==> src/design/udbc_base.sv <==
// Shared constants of the up/down counter and its count-clock edge detector
`default_nettype none

package udbc_pkg;
	// Sizes
	localparam int CNT_W     = 4;
	localparam int APB_AW    = 8;
	// Register byte offsets
	localparam logic [7:0] OFF_CTRL   = 8'h00;
	localparam logic [7:0] OFF_LOAD   = 8'h04;
	localparam logic [7:0] OFF_STATUS = 8'h08;
	// Control register fields
	localparam int CTRL_EN_BIT  = 0;
	localparam int CTRL_CLR_BIT = 1;
	localparam int CTRL_LD_BIT  = 2;
	// Status register fields
	localparam int ST_CNT_LSB  = 0;
	localparam int ST_TCU_BIT  = 8;
	localparam int ST_TCD_BIT  = 9;
	localparam int ST_UPL_BIT  = 10;
	localparam int ST_DNL_BIT  = 11;
	localparam int ST_WUP_BIT  = 16;
	localparam int ST_WDN_BIT  = 17;
	// Values after reset
	localparam logic        CTRL_EN_RST = 1'b1;
	localparam logic        TC_RST      = 1'b1;
	localparam logic        PREV_RST    = 1'b1;
	localparam logic        FLAG_RST    = 1'b0;
	localparam logic [31:0] WORD_RST    = 32'h0000_0000;
endpackage : udbc_pkg

// Rising-edge finder for one count clock sampled on pclk
module udbc_rise_detect
(
	input  wire logic pclk,
	input  wire logic presetn,
	input  wire logic ce,
	input  wire logic level_in,
	output logic      rise
);
	import udbc_pkg::*;

	logic prev_r;

	// Previous level; idle high so a clock held high at reset is no edge
	always_ff @(posedge pclk or negedge presetn)
	begin
		if (!presetn)
			prev_r <= PREV_RST;
		else if (ce)
			prev_r <= level_in;
	end

	// Edge seen in the first cycle the level reads high
	assign rise = level_in & ~prev_r;
endmodule : udbc_rise_detect

`default_nettype wire

==> src/design/udbc_counter.sv <==
// Reversible four-bit counter with terminal-count outputs and APB registers
//
// Functional notes
// - Four-bit count wraps modulo sixteen, stepped by separate up and down clocks.
// - Up-clock rising edge adds one; down-clock rising edge subtracts one.
// - All count bits change together on the active clock edge.
// - Terminal outputs rest high; up one goes low at fifteen with up clock low.
// - Down terminal output follows a low down clock while count is zero.
// - Terminal outputs copy the clock waveform to drive a following stage.
// - Preset strobe low loads preset value at once, regardless of clocks.
// - Clear high overrides preset and clocks, forcing the count to zero.
// - A clock low through clear or preset counts its next rising edge.
// - Chained stages ripple, each lagging the one before by a small delay.
`default_nettype none

module udbc_counter
#(
	parameter int CNT_WIDTH = udbc_pkg::CNT_W,
	parameter int ADDR_W    = udbc_pkg::APB_AW
)
(
	input  wire logic                 pclk,
	input  wire logic                 presetn,
	input  wire logic                 ce,
	input  wire logic                 psel,
	input  wire logic                 penable,
	input  wire logic                 pwrite,
	input  wire logic [ADDR_W-1:0]    paddr,
	input  wire logic [31:0]          pwdata,
	output logic      [31:0]          prdata,
	output logic                      pready,
	output logic                      pslverr,
	input  wire logic                 up_count_clock,
	input  wire logic                 down_count_clock,
	input  wire logic                 clear_input,
	input  wire logic                 preset_strobe_n,
	input  wire logic [CNT_WIDTH-1:0] preset_value,
	output logic      [CNT_WIDTH-1:0] count_value,
	output logic                      up_terminal_out_n,
	output logic                      down_terminal_out_n
);
	import udbc_pkg::*;

	localparam logic [CNT_WIDTH-1:0] CNT_MAX  = '1;
	localparam logic [CNT_WIDTH-1:0] CNT_ZERO = '0;
	localparam logic [CNT_WIDTH-1:0] CNT_ONE  = CNT_WIDTH'(1);

	// Status fields above bit 7 leave room for at most eight count bits
	if (CNT_WIDTH < 1 || CNT_WIDTH > 8)
	begin : g_bad_width
		$error("CNT_WIDTH must lie between 1 and 8");
	end
	if (ADDR_W < 4 || ADDR_W > 32)
	begin : g_bad_addr
		$error("ADDR_W must lie between 4 and 32");
	end

	logic [CNT_WIDTH-1:0] count_value_r;
	logic [CNT_WIDTH-1:0] count_nxt;
	logic [CNT_WIDTH-1:0] load_r;
	logic                 count_en_r;
	logic                 tcu_n_r;
	logic                 tcd_n_r;
	logic                 wrap_up_r;
	logic                 wrap_dn_r;
	logic [31:0]          prdata_r;
	logic [31:0]          rd_nxt;
	logic                 pready_r;
	logic                 pslverr_r;
	logic                 err_nxt;
	logic                 up_rise;
	logic                 dn_rise;
	logic                 wr_fire;
	logic                 wr_ctrl;
	logic                 wr_load;
	logic                 wr_status;
	logic                 clear_act;
	logic                 sw_load_act;
	logic                 hold_act;
	logic                 step_up;
	logic                 step_dn;
	logic [ADDR_W-1:0]    addr;

	// Count-clock edge finders
	udbc_rise_detect u_up_edge (
		.pclk     (pclk),
		.presetn  (presetn),
		.ce       (ce),
		.level_in (up_count_clock),
		.rise     (up_rise)
	);

	udbc_rise_detect u_dn_edge (
		.pclk     (pclk),
		.presetn  (presetn),
		.ce       (ce),
		.level_in (down_count_clock),
		.rise     (dn_rise)
	);

	// Bus decode; writes act at the completing edge only
	assign addr      = paddr;
	assign wr_fire   = psel & penable & pwrite & pready_r;
	assign wr_ctrl   = wr_fire && (addr == ADDR_W'(OFF_CTRL));
	assign wr_load   = wr_fire && (addr == ADDR_W'(OFF_LOAD));
	assign wr_status = wr_fire && (addr == ADDR_W'(OFF_STATUS));

	// Load and step conditions in priority order
	assign clear_act   = clear_input | (wr_ctrl & pwdata[CTRL_CLR_BIT]);
	assign sw_load_act = wr_ctrl & pwdata[CTRL_LD_BIT];
	assign hold_act    = clear_act | ~preset_strobe_n | sw_load_act;
	// Both edges together cancel; the driver should never do that
	assign step_up     = up_rise & ~dn_rise & count_en_r & ~hold_act;
	assign step_dn     = dn_rise & ~up_rise & count_en_r & ~hold_act;

	// Next count: clear beats preset beats software load beats a step
	always_comb
	begin
		count_nxt = count_value_r;
		if (clear_act)
			count_nxt = CNT_ZERO;
		else if (!preset_strobe_n)
			count_nxt = preset_value;
		else if (sw_load_act)
			count_nxt = load_r;
		else if (step_up)
			count_nxt = count_value_r + CNT_ONE;
		else if (step_dn)
			count_nxt = count_value_r - CNT_ONE;
	end

	// Whole word updates at one edge, never bit by bit
	always_ff @(posedge pclk or negedge presetn)
	begin
		if (!presetn)
			count_value_r <= CNT_ZERO;
		else if (ce)
			count_value_r <= count_nxt;
	end

	// Terminal outputs gate the live clock level, so they copy its waveform
	// one pclk behind; chained stages therefore ripple
	always_ff @(posedge pclk or negedge presetn)
	begin
		if (!presetn)
		begin
			tcu_n_r <= TC_RST;
			tcd_n_r <= TC_RST;
		end
		else if (ce)
		begin
			tcu_n_r <= ~((count_nxt == CNT_MAX) & ~up_count_clock);
			tcd_n_r <= ~((count_nxt == CNT_ZERO) & ~down_count_clock);
		end
	end

	// Software control: count enable and software load value
	always_ff @(posedge pclk or negedge presetn)
	begin
		if (!presetn)
		begin
			count_en_r <= CTRL_EN_RST;
			load_r     <= CNT_ZERO;
		end
		else if (ce)
		begin
			if (wr_ctrl)
				count_en_r <= pwdata[CTRL_EN_BIT];
			if (wr_load)
				load_r <= pwdata[CNT_WIDTH-1:0];
		end
	end

	// Sticky wrap flags; a wrap in the clearing cycle wins over the clear
	always_ff @(posedge pclk or negedge presetn)
	begin
		if (!presetn)
		begin
			wrap_up_r <= FLAG_RST;
			wrap_dn_r <= FLAG_RST;
		end
		else if (ce)
		begin
			if (step_up && count_value_r == CNT_MAX)
				wrap_up_r <= 1'b1;
			else if (wr_status && pwdata[ST_WUP_BIT])
				wrap_up_r <= 1'b0;
			if (step_dn && count_value_r == CNT_ZERO)
				wrap_dn_r <= 1'b1;
			else if (wr_status && pwdata[ST_WDN_BIT])
				wrap_dn_r <= 1'b0;
		end
	end

	// Read data and error for the addressed word
	always_comb
	begin
		rd_nxt  = WORD_RST;
		err_nxt = 1'b0;
		if (addr == ADDR_W'(OFF_CTRL))
			rd_nxt[CTRL_EN_BIT] = count_en_r;
		else if (addr == ADDR_W'(OFF_LOAD))
			rd_nxt[CNT_WIDTH-1:0] = load_r;
		else if (addr == ADDR_W'(OFF_STATUS))
		begin
			rd_nxt[ST_CNT_LSB +: CNT_WIDTH] = count_value_r;
			rd_nxt[ST_TCU_BIT] = tcu_n_r;
			rd_nxt[ST_TCD_BIT] = tcd_n_r;
			rd_nxt[ST_UPL_BIT] = up_count_clock;
			rd_nxt[ST_DNL_BIT] = down_count_clock;
			rd_nxt[ST_WUP_BIT] = wrap_up_r;
			rd_nxt[ST_WDN_BIT] = wrap_dn_r;
		end
		else
			err_nxt = 1'b1;
	end

	// One wait state keeps every bus output on a flip-flop
	always_ff @(posedge pclk or negedge presetn)
	begin
		if (!presetn)
		begin
			pready_r  <= 1'b0;
			pslverr_r <= 1'b0;
			prdata_r  <= WORD_RST;
		end
		else if (ce)
		begin
			if (psel && penable && !pready_r)
			begin
				pready_r  <= 1'b1;
				pslverr_r <= err_nxt;
				prdata_r  <= pwrite ? WORD_RST : rd_nxt;
			end
			else
			begin
				pready_r  <= 1'b0;
				pslverr_r <= 1'b0;
				prdata_r  <= WORD_RST;
			end
		end
	end

	// Outputs
	assign prdata              = prdata_r;
	assign pready              = pready_r;
	assign pslverr             = pslverr_r;
	assign count_value         = count_value_r;
	assign up_terminal_out_n   = tcu_n_r;
	assign down_terminal_out_n = tcd_n_r;
endmodule : udbc_counter

`default_nettype wire

==> config.mk <==
export PLATFORM = sky130hd
export DESIGN_NAME = udbc_counter
export DESIGN_NICKNAME = d
export VERILOG_FILES = /design/src/design/udbc_base.sv /design/src/design/udbc_counter.sv
export SDC_FILE = /design/constraint.sdc
export NUM_CORES = 1
export LEC_CHECK = 0
export BUFFER_PORTS_ARGS = -buffer_cell sky130_fd_sc_hd__clkbuf_2
export CAP_MARGIN = 20
export CORE_MARGIN = 5
export CORE_UTILIZATION = 24
export DETAILED_ROUTE_END_ITERATION = 8
export PLACE_DENSITY = 0.5
export REMOVE_ABC_BUFFERS = 1
export SYNTH_ARGS = -nofsm -noshare
export SYNTH_HDL_FRONTEND = slang
export SYNTH_SLANG_ARGS = --single-unit
export TNS_END_PERCENT = 30
==> constraint.sdc <==
create_clock -name pclk -period 2.7 [get_ports pclk]
set_input_delay 0.135 -clock pclk [delete_from_list [all_inputs] [get_ports pclk]]
set_output_delay 0.135 -clock pclk [all_outputs]
set_load 0.005 [all_outputs]
# --- After elaboration in Yosys (flattened, before gate mapping) ---
# Cells that the tools add are included.
op_classes:
  add_sub_neg: 2
  n_eq_ne: 4
  n_mux: 26
  n_bitwise: 28
  n_reduce_logical: 19
ops:
  columns: ["op", "n"]
  rows:
  - ["$mux W4", 10]
  - ["$mux W18", 2]
  - ["$and A1 B1 Y1", 15]
  - ["$mux W1", 10]
  - ["$not A1 Y1", 10]
  - ["$logic_and A1 B1 Y1", 9]
  - ["$eq A4 B4 Y1 const B", 2]
  - ["$eq A8 B3 Y1 const B", 1]
  - ["$eq A8 B4 Y1 const B", 1]
  - ["$logic_not A4 Y1", 2]
  - ["$logic_not A8 Y1", 1]
  - ["$reduce_and A2 Y1", 4]
  - ["$mux W2", 3]
  - ["$add A4 B1 Y4 const B", 1]
  - ["$reduce_bool A2 Y1", 2]
  - ["$sub A4 B1 Y4 const B", 1]
  - ["$mux W3", 1]
  - ["$or A1 B1 Y1", 3]
  - ["$logic_not A1 Y1", 1]
word_totals:
  register_bits: 49
  inputBits: 54
  out_inout_bits: 40
  wordCells: 91

# --- Longest topological paths before layout ---
# Gate-level depths: netlist of run 1.
logic_depth:
  word_depth: 18
  mapped_depth: 8
  mapped_depth_nobuf: 8

# --- By module ---
# From an unflattened synthesis of run 1, not the netlist that was laid out.
hier_totals:
  cells_unflattened: 179
  area_unflattened_um2: 1722.9
by_module_without_submodules:
  columns: ["mod", "instances", "cells_per_inst", "area_each_um2", "seq_area_each_um2"]
  rows:
  - ["udbc_counter", 1, 173, 1627.8, 629.4]
  - ["udbc_rise_detect", 2, 3, 47.5, 26.3]

# --- Worst setup path before layout of run 1 ---
# No wires, ideal clock.
synth_path:
  kind: "register to register"
  startpoint: "reg count_value_r[0] (netlist: count_value[0])"
  endpoint: "reg tcu_n_r (netlist: up_terminal_out_n)"
  setup_ns: 0.090
  arrival_time_ns: 1.888
  t_required_ns: 2.610
  slack_ns: 0.722
  path_stages_with_launch: 9
  n_path_buf: 0
  period_less_slack_ns: 1.978
  cell_sequence: "dfrtp_1 > inv_1 > ha_1 > inv_1 > a21o_1 > a221o_1 > a211o_1 > nor4_1 > a31oi_1"
synth_via:
  elab_chain_cells: 9
  word_cells_on_any_way: 10
  classes_between: "2 x add/sub; 1 x eq/ne; 5 x mux; 2 x bitwise"
synth_lines:
  columns: ["element", "line_no", "text"]
  rows:
  - ["start: declaration", "udbc_counter.sv:58", "logic [CNT_WIDTH-1:0] count_value_r;"]
  - ["start signal: assignment", "udbc_counter.sv:138", "count_value_r <= count_nxt;"]
  - ["$sub A4 B1 Y4", "udbc_counter.sv:129", "count_nxt = count_value_r - CNT_ONE;"]
  - ["$mux W4", "udbc_counter.sv:128", "else if (step_dn)"]
  - ["$mux W4 *", "udbc_counter.sv:126", "else if (step_up)"]
  - ["$mux W4 *", "udbc_counter.sv:124", "else if (sw_load_act)"]
  - ["$mux W4 *", "udbc_counter.sv:122", "else if (!preset_strobe_n)"]
  - ["$mux W4 *", "udbc_counter.sv:120", "if (clear_act)"]
  - ["$eq A4 B4 Y1 *", "udbc_counter.sv:152", "tcu_n_r <= ~((count_nxt == CNT_MAX) & ~up_count_clock);"]
  - ["$and A1 B1 Y1 *", "udbc_counter.sv:152", null]
  - ["$not A1 Y1 *", "udbc_counter.sv:152", null]
  - ["end signal: assignment", "udbc_counter.sv:152", null]
  - ["end: declaration", "udbc_counter.sv:62", "logic tcu_n_r;"]
# Every way passes the cells marked *; elsewhere a longest branch is shown, timed or not.
# A chain may end at the register's enable or synchronous reset.

# --- Worst setup path in the final report of run 1 ---
layout_path:
  startpoint: "reg count_value_r[1] (netlist: count_value[1])"
  endpoint: "reg tcu_n_r (netlist: up_terminal_out_n)"
# Same word-level chain as after synthesis.

==> results of run 1 <==
## layout make-up
type	instances	area [sq um]	area share, %
Multi-Input combinational cell	129	857.1	43.52
Sequential cell	27	681.9	34.63
Timing Repair Buffer	46	235.2	11.94
Tap cell	96	120.1	6.099
Clock buffer	3	41.29	2.097
Inverter	7	26.28	1.334
Clock inverter	1	7.507	0.3812
## stage by stage
stage | worst slack, ns | hold WS (ns)
floorplan | 0.7222 | -0.1606
global placement | 0.5397 | 0.2286
detailed placement | 0.5184 | 0.2334
CTS | 0.5113 | 0.07316
global route | 0.2205 | 0.07307
finish | 0.4891 | 0.07167
## power by group
part,internal [mW],switching [mW],total (mW)
clock network,0.105,0.141,0.246
registers,0.421,0.0199,0.441
logic,0.0603,0.0795,0.140
total,0.587,0.240,0.827
## what timing repair did
item / CTS / global route
buffers inserted: 0 / 0
endpoints found under the hold margin: 22 / 0
setup endpoints to repair: 0 / 0
hold buffers: 1 / 0
## cells in the final DEF, fill, tap and decap left out, types with 3 or more instances in the layout
master,netlist,routed
nor2b_1,3,3
a21oi_1,5,5
ha_1,3,3
conb_1,1,22
nand3_1,6,6
and3_1,3,3
o21ai_1,6,6
nor2_1,9,9
mux2i_1,5,5
a22o_1,7,7
clkbuf_8,0,3
clkbuf_2,0,45
mux2_1,3,3
dfstp_2,5,5
nand2_1,11,11
o2bb2ai_1,5,5
dfrtp_1,22,22
mux2_2,4,4
inv_1,6,6
## layer usage
metal  wire, um  up-vias  GRT usage (%)
li1           -      653              -
met1       1952      644          13.34
met2       1940       42          16.97
met3        284        2          2.735
met4         25        0          1.465
met5          0        -              0
## kinds of logic (layout without fill, tap and decap cells)
family / Yosys count / count (layout) / share of synthesized area (%)
simple gates: 49 / 49 / 17.42
compound gates: 39 / 39 / 16.97
buf+inv: 31 / 57 / 12.39
flops: 27 / 27 / 40.92
mux: 12 / 12 / 7.733
xor+xnor: 4 / 4 / 2.102
fa+ha+maj: 3 / 3 / 2.252
other cells: 1 / 22 / 0.2250
## how the worst max path moves through the flow
stage	slack (ns)	end	depth (start not counted)
6_report	0.49	up_terminal_out_n	8
5_1_grt	0.22	up_terminal_out_n	8
4_1_cts	0.51	up_terminal_out_n	8
3_5_place_dp	0.52	up_terminal_out_n	8
3_3_place_gp	0.54	up_terminal_out_n	8
2_1_floorplan	0.72	up_terminal_out_n	8
==> results.json, run 1 <==
{
  "fin_util_pct": 28.99,
  "final_cells": 309,
  "holdPathEnd": "load_r[3]",
  "power.total_mw": 0.8269,
  "drc": 0,
  "yosysWarnings": 0,
  "worstHoldPathCells": 2,
  "crit_fanout": 7,
  "ys_seq_elements": 27,
  "p_leak_nw": 0.9455,
  "synth_area_sq_um": 1667,
  "drive_gt1_share_pct": 30.99,
  "crit_family": "compound AO/OA/AOI/OAI gates",
  "grt_pass1_wl_um": 7017,
  "cts_tree": "built",
  "seq_area_frac_synth_pct": 40.92,
  "root_buffer": "clkbuf_8",
  "ctsResizeCount": 0,
  "clk_pin_slew_ns": 0.11,
  "synth_edf_count": 0,
  "core_area_sq_um": 6794,
  "clock_skew_ns": 0.01180,
  "antenna_cells": 0,
  "clock_latency_ns": 0.28,
  "numCtsBuffers": 3,
  "status": "finished clean",
  "hold_violations": 0,
  "synth_top_area_share_pct": 33.03,
  "yosys-top-cells-count": "22 x buf_4, 22 x dfrtp_1, 11 x nand2_1",
  "drt-wirelength-per-cell_um": 13.60,
  "rows": 30,
  "crit_path_start_kind": "register",
  "h-tree-depth": 1,
  "grt_usage_pct": 10.14,
  "vdd_ir_drop_max_uv": 241.4,
  "syn_to_final_growth_pct": 18.17,
  "critPathKind": "reg -> reg",
  "numPortBuffers": 45,
  "synth_cells": 166,
  "critPathBufInv": 2,
  "crit_chain": "inv_1, ha_1, inv_1, a21o_1, a221o_1, a211o_1, nor4_1, a31oi_1",
  "synth_top_cell_by_area": "dfrtp_1",
  "final_cell_area_sq_um": 1969,
  "antenna_found_initial": 0,
  "routed_wl_um": 4203,
  "cts.sinks": 27,
  "postSynthAreaPerCell_sq_um": 10.04,
  "antenna_left": 0,
  "r2r-start": "count_value[1]",
  "powerDensity_nw_per_um2": 419.9,
  "tightest_slew_ns": 0.6938,
  "via_count": 1341,
  "regToRegEndpoint": "up_terminal_out_n",
  "cap_violations": 0,
  "finalCritPeriodShare_pct": 81.88,
  "dpl_cell_area_sq_um": 1911,
  "die_height_um": 93.33,
  "cp-end-kind": "register",
  "max_stage_delay_ns": 0.50,
  "cp.required_ns": 2.91,
  "first_pass_iters": 4,
  "async_flop_share_pct": 100.0,
  "synth_top_flop_cell": "dfrtp_1",
  "hp-start": "pwdata[3]",
  "max_clock_freq_mhz": 452.3,
  "first_iter_violations": 37,
  "finalWeightedCongestion": 0.8062,
  "rsz0062_at_grt": "no",
  "largest_reg_flops": 10,
  "setup_viol": 0,
  "dieArea_sq_um": 8710,
  "relSlewSlack_pct": 53.75,
  "grt_max_degree": 28,
  "drv_slew": 0,
  "critPathSlowestCell": "dfrtp_1",
  "fillerInstances": 753,
  "cp.arrival_ns": 2.42,
  "synth_cell_types": 50,
  "io_pins": 94,
  "ff2ff_setup_slack_ns": 0.49,
  "tns_ns": 0,
  "die_w_um": 93.33,
  "synth_area_leaders": "dfrtp_1 33%, buf_4 9.9%, dfstp_2 7.9%",
  "start_util_pct": 24.53,
  "fin_nets": 271,
  "worstSetupStartpoint": "count_value[1]",
  "grt_pass1_vias": 1408,
  "dp_hpwl_um": 3406,
  "gr-total-overflow": 0,
  "hp-class": "in -> reg",
  "placed_cells": 304,
  "crit_path_frequent_cell": "inv_1",
  "vias_per_cell": 4.340,
  "finalCriticalPeriod_ns": 2.211,
  "cts_buffer_depth": 2,
  "r2r_cells": 8
}
(Power assumes the default switching activity.)
==> run 2: changes to the inputs <==
PLACE_DENSITY = 0.52   (was 0.5)
clock period = 1.8 ns   (was 2.7 ns; I/O delays follow)
==> run 2 against run 1 <==
Compared with the run above:
- the flow now finishes with violations (negative setup slack)
- flip-flop and latch count stayed put
- power rose by 55%
- count of clock-buffer cells in the layout is 1 higher
- setup slack got worse by 0.62 ns
- combinational power rose by 92%
- register-to-register slack got worse by 0.62 ns
- cell area is 8.9% higher
==> results.json, run 2 (synthesis gave the netlist of run 1 again) <==
{
  "m1WireLength_um": 2095,
  "clock_latency_ns": 0.28,
  "antenna_cells": 0,
  "finalWorstSetupSlack_ns": -0.1356,
  "wl_met2_um": 1935,
  "largest_reg_flops": 10,
  "antenna_left": 0,
  "numCtsBuffers": 3,
  "crit_path_start_kind": "register",
  "root_buffer": "clkbuf_8",
  "via_count": 1421,
  "ff2ff_setup_slack_ns": -0.14,
  "grt_usage_pct": 10.46,
  "finalCritPeriodShare_pct": 107.5,
  "hold_ws_ns": 0.02570,
  "powerDensity_nw_per_um2": 596.1,
  "grt_pass1_wl_um": 7155,
  "hp-start": "pwdata[3]",
  "drt-wirelength-per-cell_um": 13.57,
  "drive_gt1_share_pct": 39.06,
  "finalWeightedCongestion": 0.8962,
  "cp-end-kind": "register",
  "first_pass_iters": 4,
  "drc": 0,
  "cts_tree": "built",
  "hold_violations": 0,
  "cp.arrival_ns": 2.15,
  "max_clock_freq_mhz": 516.6,
  "io_pins": 94,
  "die_height_um": 93.33,
  "r2r_cells": 8,
  "cts.sinks": 27,
  "relSlewSlack_pct": 51.74,
  "fin_nets": 291,
  "h-tree-depth": 1,
  "finalCriticalPeriod_ns": 1.936,
  "setup_viol": 4,
  "top_layer": "met4",
  "r2r-start": "u_up_edge.prev_r",
  "status": "complete, but fails checks",
  "vdd_ir_drop_max_uv": 233.8,
  "tns_ns": -0.3674,
  "first_iter_violations": 48,
  "grt_max_degree": 28,
  "rows": 30,
  "tightest_slew_ns": 0.7238,
  "crit_chain": "nand2b_4, buf_4, and3_1, a22o_1, nand3_1, xor2_1, a21oi_2, o32a_1",
  "max_stage_delay_ns": 0.54,
  "syn_to_final_growth_pct": 28.68,
  "holdPathEnd": "load_r[3]",
  "dp_hpwl_um": 3591,
  "violations": "negative setup slack",
  "drv_slew": 0,
  "gr-total-overflow": 0,
  "die_w_um": 93.33,
  "crit_fanout": 3,
  "clock_skew_ns": 0.004049,
  "dpl_worst_slack_ns": -0.2309,
  "worstHoldPathCells": 2,
  "grt_pass1_vias": 1443,
  "numPortBuffers": 45,
  "regToRegEndpoint": "down_terminal_out_n",
  "antenna_found_initial": 0,
  "start_util_pct": 24.53,
  "core_area_sq_um": 6794,
  "cts_buffer_depth": 2,
  "wl_met3_um": 379,
  "p_leak_nw": 1.055,
  "cap_violations": 0,
  "mostFrequentLayoutCell": "clkbuf_2",
  "final_cell_mix": "45 x clkbuf_2, 22 x conb_1, 22 x dfrtp_1",
  "clk_pin_slew_ns": 0.10,
  "critPathSlowestCell": "dfstp_2",
  "fin_util_pct": 31.57,
  "routed_wl_um": 4463,
  "critPathKind": "reg -> reg",
  "cp.required_ns": 2.01,
  "vias_per_cell": 4.319,
  "dieArea_sq_um": 8710,
  "rsz0062_at_grt": "yes",
  "power.total_mw": 1.278,
  "hp-class": "in -> reg"
}
-- run 2: how the worst max path moves through the flow --
stage / depth (start not counted) / slack (ns) / to / startpoint
after floorplan: 8 / -0.18 / up_terminal_out_n / count_value[0]
after global placement: 7 / -0.18 / up_terminal_out_n / u_up_edge.prev_r
after detailed placement: 7 / -0.23 / up_terminal_out_n / u_up_edge.prev_r
after CTS: 7 / -0.17 / up_terminal_out_n / u_up_edge.prev_r
after global routing: 7 / -0.24 / up_terminal_out_n / u_up_edge.prev_r
final: 8 / -0.14 / down_terminal_out_n / u_up_edge.prev_r
-- run 2: metal layers --
metal	up-vias	track usage [%]
met5	-	0
met4	0	2.564
met2	56	15.84
li1	697	-
met3	7	3.298
met1	661	14.41
-- run 2: metrics by stage --
step,cell area [sq um],cells
finish,2145,329
global route,2145,329
CTS,2138,329
detailed placement,2053,323
global placement,2053,323
floorplan,1565,163
-- run 2: area by class of cell --
class | count | area (sq um)
Sequential cell | 27 | 681.9
Multi-Input combinational cell | 129 | 885.9
Timing Repair Buffer | 66 | 385.4
Fill cell | 721 | 4649
Clock buffer | 4 | 45.04
Tap cell | 96 | 120.1
Inverter | 7 | 26.28
-- run 2: where the power goes --
part | internal, mW | switching (mW) | leakage, nW | total (mW)
Combinational | 0.122 | 0.147 | 0.682 | 0.269
Clock | 0.159 | 0.201 | 0.0228 | 0.360
Sequential | 0.632 | 0.0172 | 0.350 | 0.649
-- run 2: what timing repair did --
| action | in CTS | in global routing |
|---|---|---|
| gates resized for setup | 5 | 3 |
| endpoints found under the hold margin | 22 | 0 |
| pin swaps | 6 | 2 |
| endpoints found under the setup margin | 6 | 6 |
| hold buffers | 1 | 0 |
| buffers inserted | 1 | 0 |
-- run 2: worst max-delay path, delay by kind of cell (launching register included) --
kind                   cells  cell delay (ns)
AO/OA/AOI/OAI              3             0.61
XOR/XNOR                   1             0.19
buffers and inverters      1             0.12
flip-flops                 1             0.54
AND/OR/NAND/NOR            3             0.43
==> run 3: changes to the inputs <==
ABC_AREA = 1   (was default)
PLACE_DENSITY = 0.5   (was 0.52)
==> run 3 against run 2 <==
Compared with the run above:
- register-to-register slack improved by 0.25 ns
- final cell count rose by 21%
- largest cell class unchanged
- setup slack improved by 0.25 ns
- synthesized cell count grew 44%
- global-route usage shrank 0.73 points
- die area is 11% higher
- the flow now finishes without violations
- cell area up 6.9%
- highest routed layer unchanged
- via count rose by 14%
- area after synthesis up 12%
==> results.json, run 3 <==
{
  "r2r-start": "count_en_r",
  "rows": 32,
  "synth_edf_count": 0,
  "synth_top_cell_by_area": "dfrtp_1",
  "root_buffer": "clkbuf_8",
  "mostFrequentLayoutCell": "nand2_1",
  "finalWeightedCongestion": 0.8303,
  "crit_path_start_kind": "register",
  "postSynthAreaPerCell_sq_um": 7.827,
  "vdd_ir_drop_max_uv": 154.9,
  "synth_cells": 239,
  "yosys-top-cells-count": "56 x nand2_1, 22 x buf_4, 22 x dfrtp_1",
  "dp_hpwl_um": 3711,
  "yosysWarnings": 0,
  "routed_wl_um": 4721,
  "final_cells": 399,
  "antenna_left": 0,
  "numCtsBuffers": 3,
  "clk_pin_slew_ns": 0.10,
  "antenna_found_initial": 0,
  "max_clock_freq_mhz": 592.8,
  "cts.sinks": 27,
  "setup_viol": 0,
  "r2r_cells": 13,
  "die_height_um": 98.29,
  "hold_ws_ns": 0.03824,
  "clock_latency_ns": 0.27,
  "hp-class": "in -> reg",
  "cts_buffer_depth": 2,
  "powerDensity_nw_per_um2": 561.7,
  "tightest_slew_ns": 0.7066,
  "antenna_cells": 0,
  "p_leak_nw": 1.164,
  "status": "finished clean",
  "intPower_mw": 0.8974,
  "cp.required_ns": 2.02,
  "ys_seq_elements": 27,
  "placed_cells": 387,
  "vias_per_cell": 4.048,
  "worstHoldPathCells": 2,
  "critPathSlowestCell": "dfstp_2",
  "synth_area_leaders": "dfrtp_1 29%, nand2_1 11%, buf_4 8.8%",
  "grt_pass1_wl_um": 7879,
  "finalCritPeriodShare_pct": 93.72,
  "grt_usage_pct": 9.725,
  "ff2ff_setup_slack_ns": 0.11,
  "drt-wirelength-per-cell_um": 11.83,
  "critPathBufInv": 2,
  "die_w_um": 98.29,
  "power.total_mw": 1.288,
  "grt_max_degree": 28,
  "synth_most_common_cell": "nand2_1",
  "via_count": 1615,
  "cp.arrival_ns": 1.90,
  "fin_nets": 355,
  "fin_util_pct": 29.99,
  "worstSetupStartpoint": "count_en_r",
  "synth_top_area_share_pct": 29.43,
  "synth_area_sq_um": 1871,
  "synth_cell_types": 35,
  "crit_cells": 13,
  "syn_to_final_growth_pct": 22.61,
  "largest_reg_flops": 10,
  "synth_top_flop_cell": "dfrtp_1",
  "io_pins": 94,
  "dieArea_sq_um": 9660,
  "power.switching_mw": 0.3908,
  "relSlewSlack_pct": 52.89,
  "gr-total-overflow": 0,
  "core_area_sq_um": 7647,
  "drv_slew": 0,
  "crit_family": "simple AND/OR/NAND/NOR gates",
  "first_iter_violations": 89,
  "cp-end-kind": "register",
  "crit_fanout": 4,
  "first_pass_iters": 4,
  "cts_tree": "built",
  "grt_pass1_vias": 1653,
  "regToRegEndpoint": "up_terminal_out_n",
  "power_frac_clock_pct": 27.6,
  "async_flop_share_pct": 100.0,
  "seq_area_frac_synth_pct": 36.45,
  "finalCriticalPeriod_ns": 1.687,
  "pwr-share-seq_pct": 51.7,
  "drive_gt1_share_pct": 36.36,
  "sw_frac_of_total_pct": 30.34,
  "critPathKind": "reg -> reg",
  "hold_violations": 0,
  "clock_skew_ns": 0.004512,
  "crit_path_frequent_cell": "nand2_1",
  "endpoint": "up_terminal_out_n",
  "cap_violations": 0,
  "start_util_pct": 24.46,
  "fillerInstances": 829,
  "numPortBuffers": 45,
  "crit_chain": "inv_2, nor3_4, nand2_1, o21ai_2, nand2_2, nand2_1, nand3_1, nand2_1, nand2_2, nor2_1, nand3_1, nand2_1, inv_1",
  "drc": 0,
  "comb_power_share_pct": 20.7,
  "h-tree-depth": 1,
  "max_stage_delay_ns": 0.55,
  "final_cell_mix": "55 x nand2_1, 45 x clkbuf_2, 22 x conb_1"
}
run 3: routing by layer:
metal  routed length, um  GRT usage (%)  vias to the layer above
met5                   0              0                        -
met4                  38          2.521                        0
met3                 271          1.714                        2
met2                2225          16.85                       43
met1                2186          12.46                      733
li1                    -              -                      837
run 3: area by class of cell:
type / count / area (sq um) / area share, %
clock buffer: 4 / 45.04 / 1.964
tap: 102 / 127.6 / 5.565
multi-input combinational: 184 / 1022 / 44.57
sequential: 27 / 683.2 / 29.79
inverter: 24 / 90.09 / 3.928
timing repair buffer: 58 / 325.3 / 14.18
run 3: per-stage QoR:
step / setup WS (ns) / TNS [ns] / cell area (sq um)
floorplan: 0.1946 / 0 / 1767
global placement: 0.04891 / 0 / 2165
detailed placement: 0.04432 / 0 / 2165
CTS: 0.004384 / 0 / 2220
global route: -0.01506 / -0.01506 / 2293
finish: 0.1130 / 0 / 2293
run 3: worst min-delay path by stage:
stage,from,endpoint
2_1_floorplan,presetn,count_value[0]
3_3_place_gp,presetn,prdata[8]
3_5_place_dp,presetn,prdata[9]
4_1_cts,pwdata[3],load_r[3]
5_1_grt,pwdata[3],load_r[3]
6_report,pwdata[3],load_r[3]
run 3: what timing repair did:
item                       in CTS  in global routing
hold endpoints to repair       22                  0
buffers inserted                0                  6
setup endpoints to repair       0                  2
hold buffers                    1                  0
resized for setup               0                  6
run 3: kinds of logic after synthesis:
family                     Yosys count  synth area share (%)
adders and majority gates            3                 2.007
DFF                                 27                 36.46
other                                1                0.2005
AOI/OAI and AO/OA                   33                 9.365
muxes                                3                 1.806
buffers and inverters               50                 14.58
and+or+nand+nor                    122                 35.59
run 3: power by group through the flow:
stage | combinational, mW | clock (mW) | sequential, mW
after global placement | 0.250 | 0 | 0.678
after floorplan | 0.143 | 0 | 0.673
after global routing | 0.306 | 0.389 | 0.671
final | 0.266 | 0.355 | 0.667
after CTS | 0.255 | 0.364 | 0.667
after detailed placement | 0.253 | 0 | 0.678
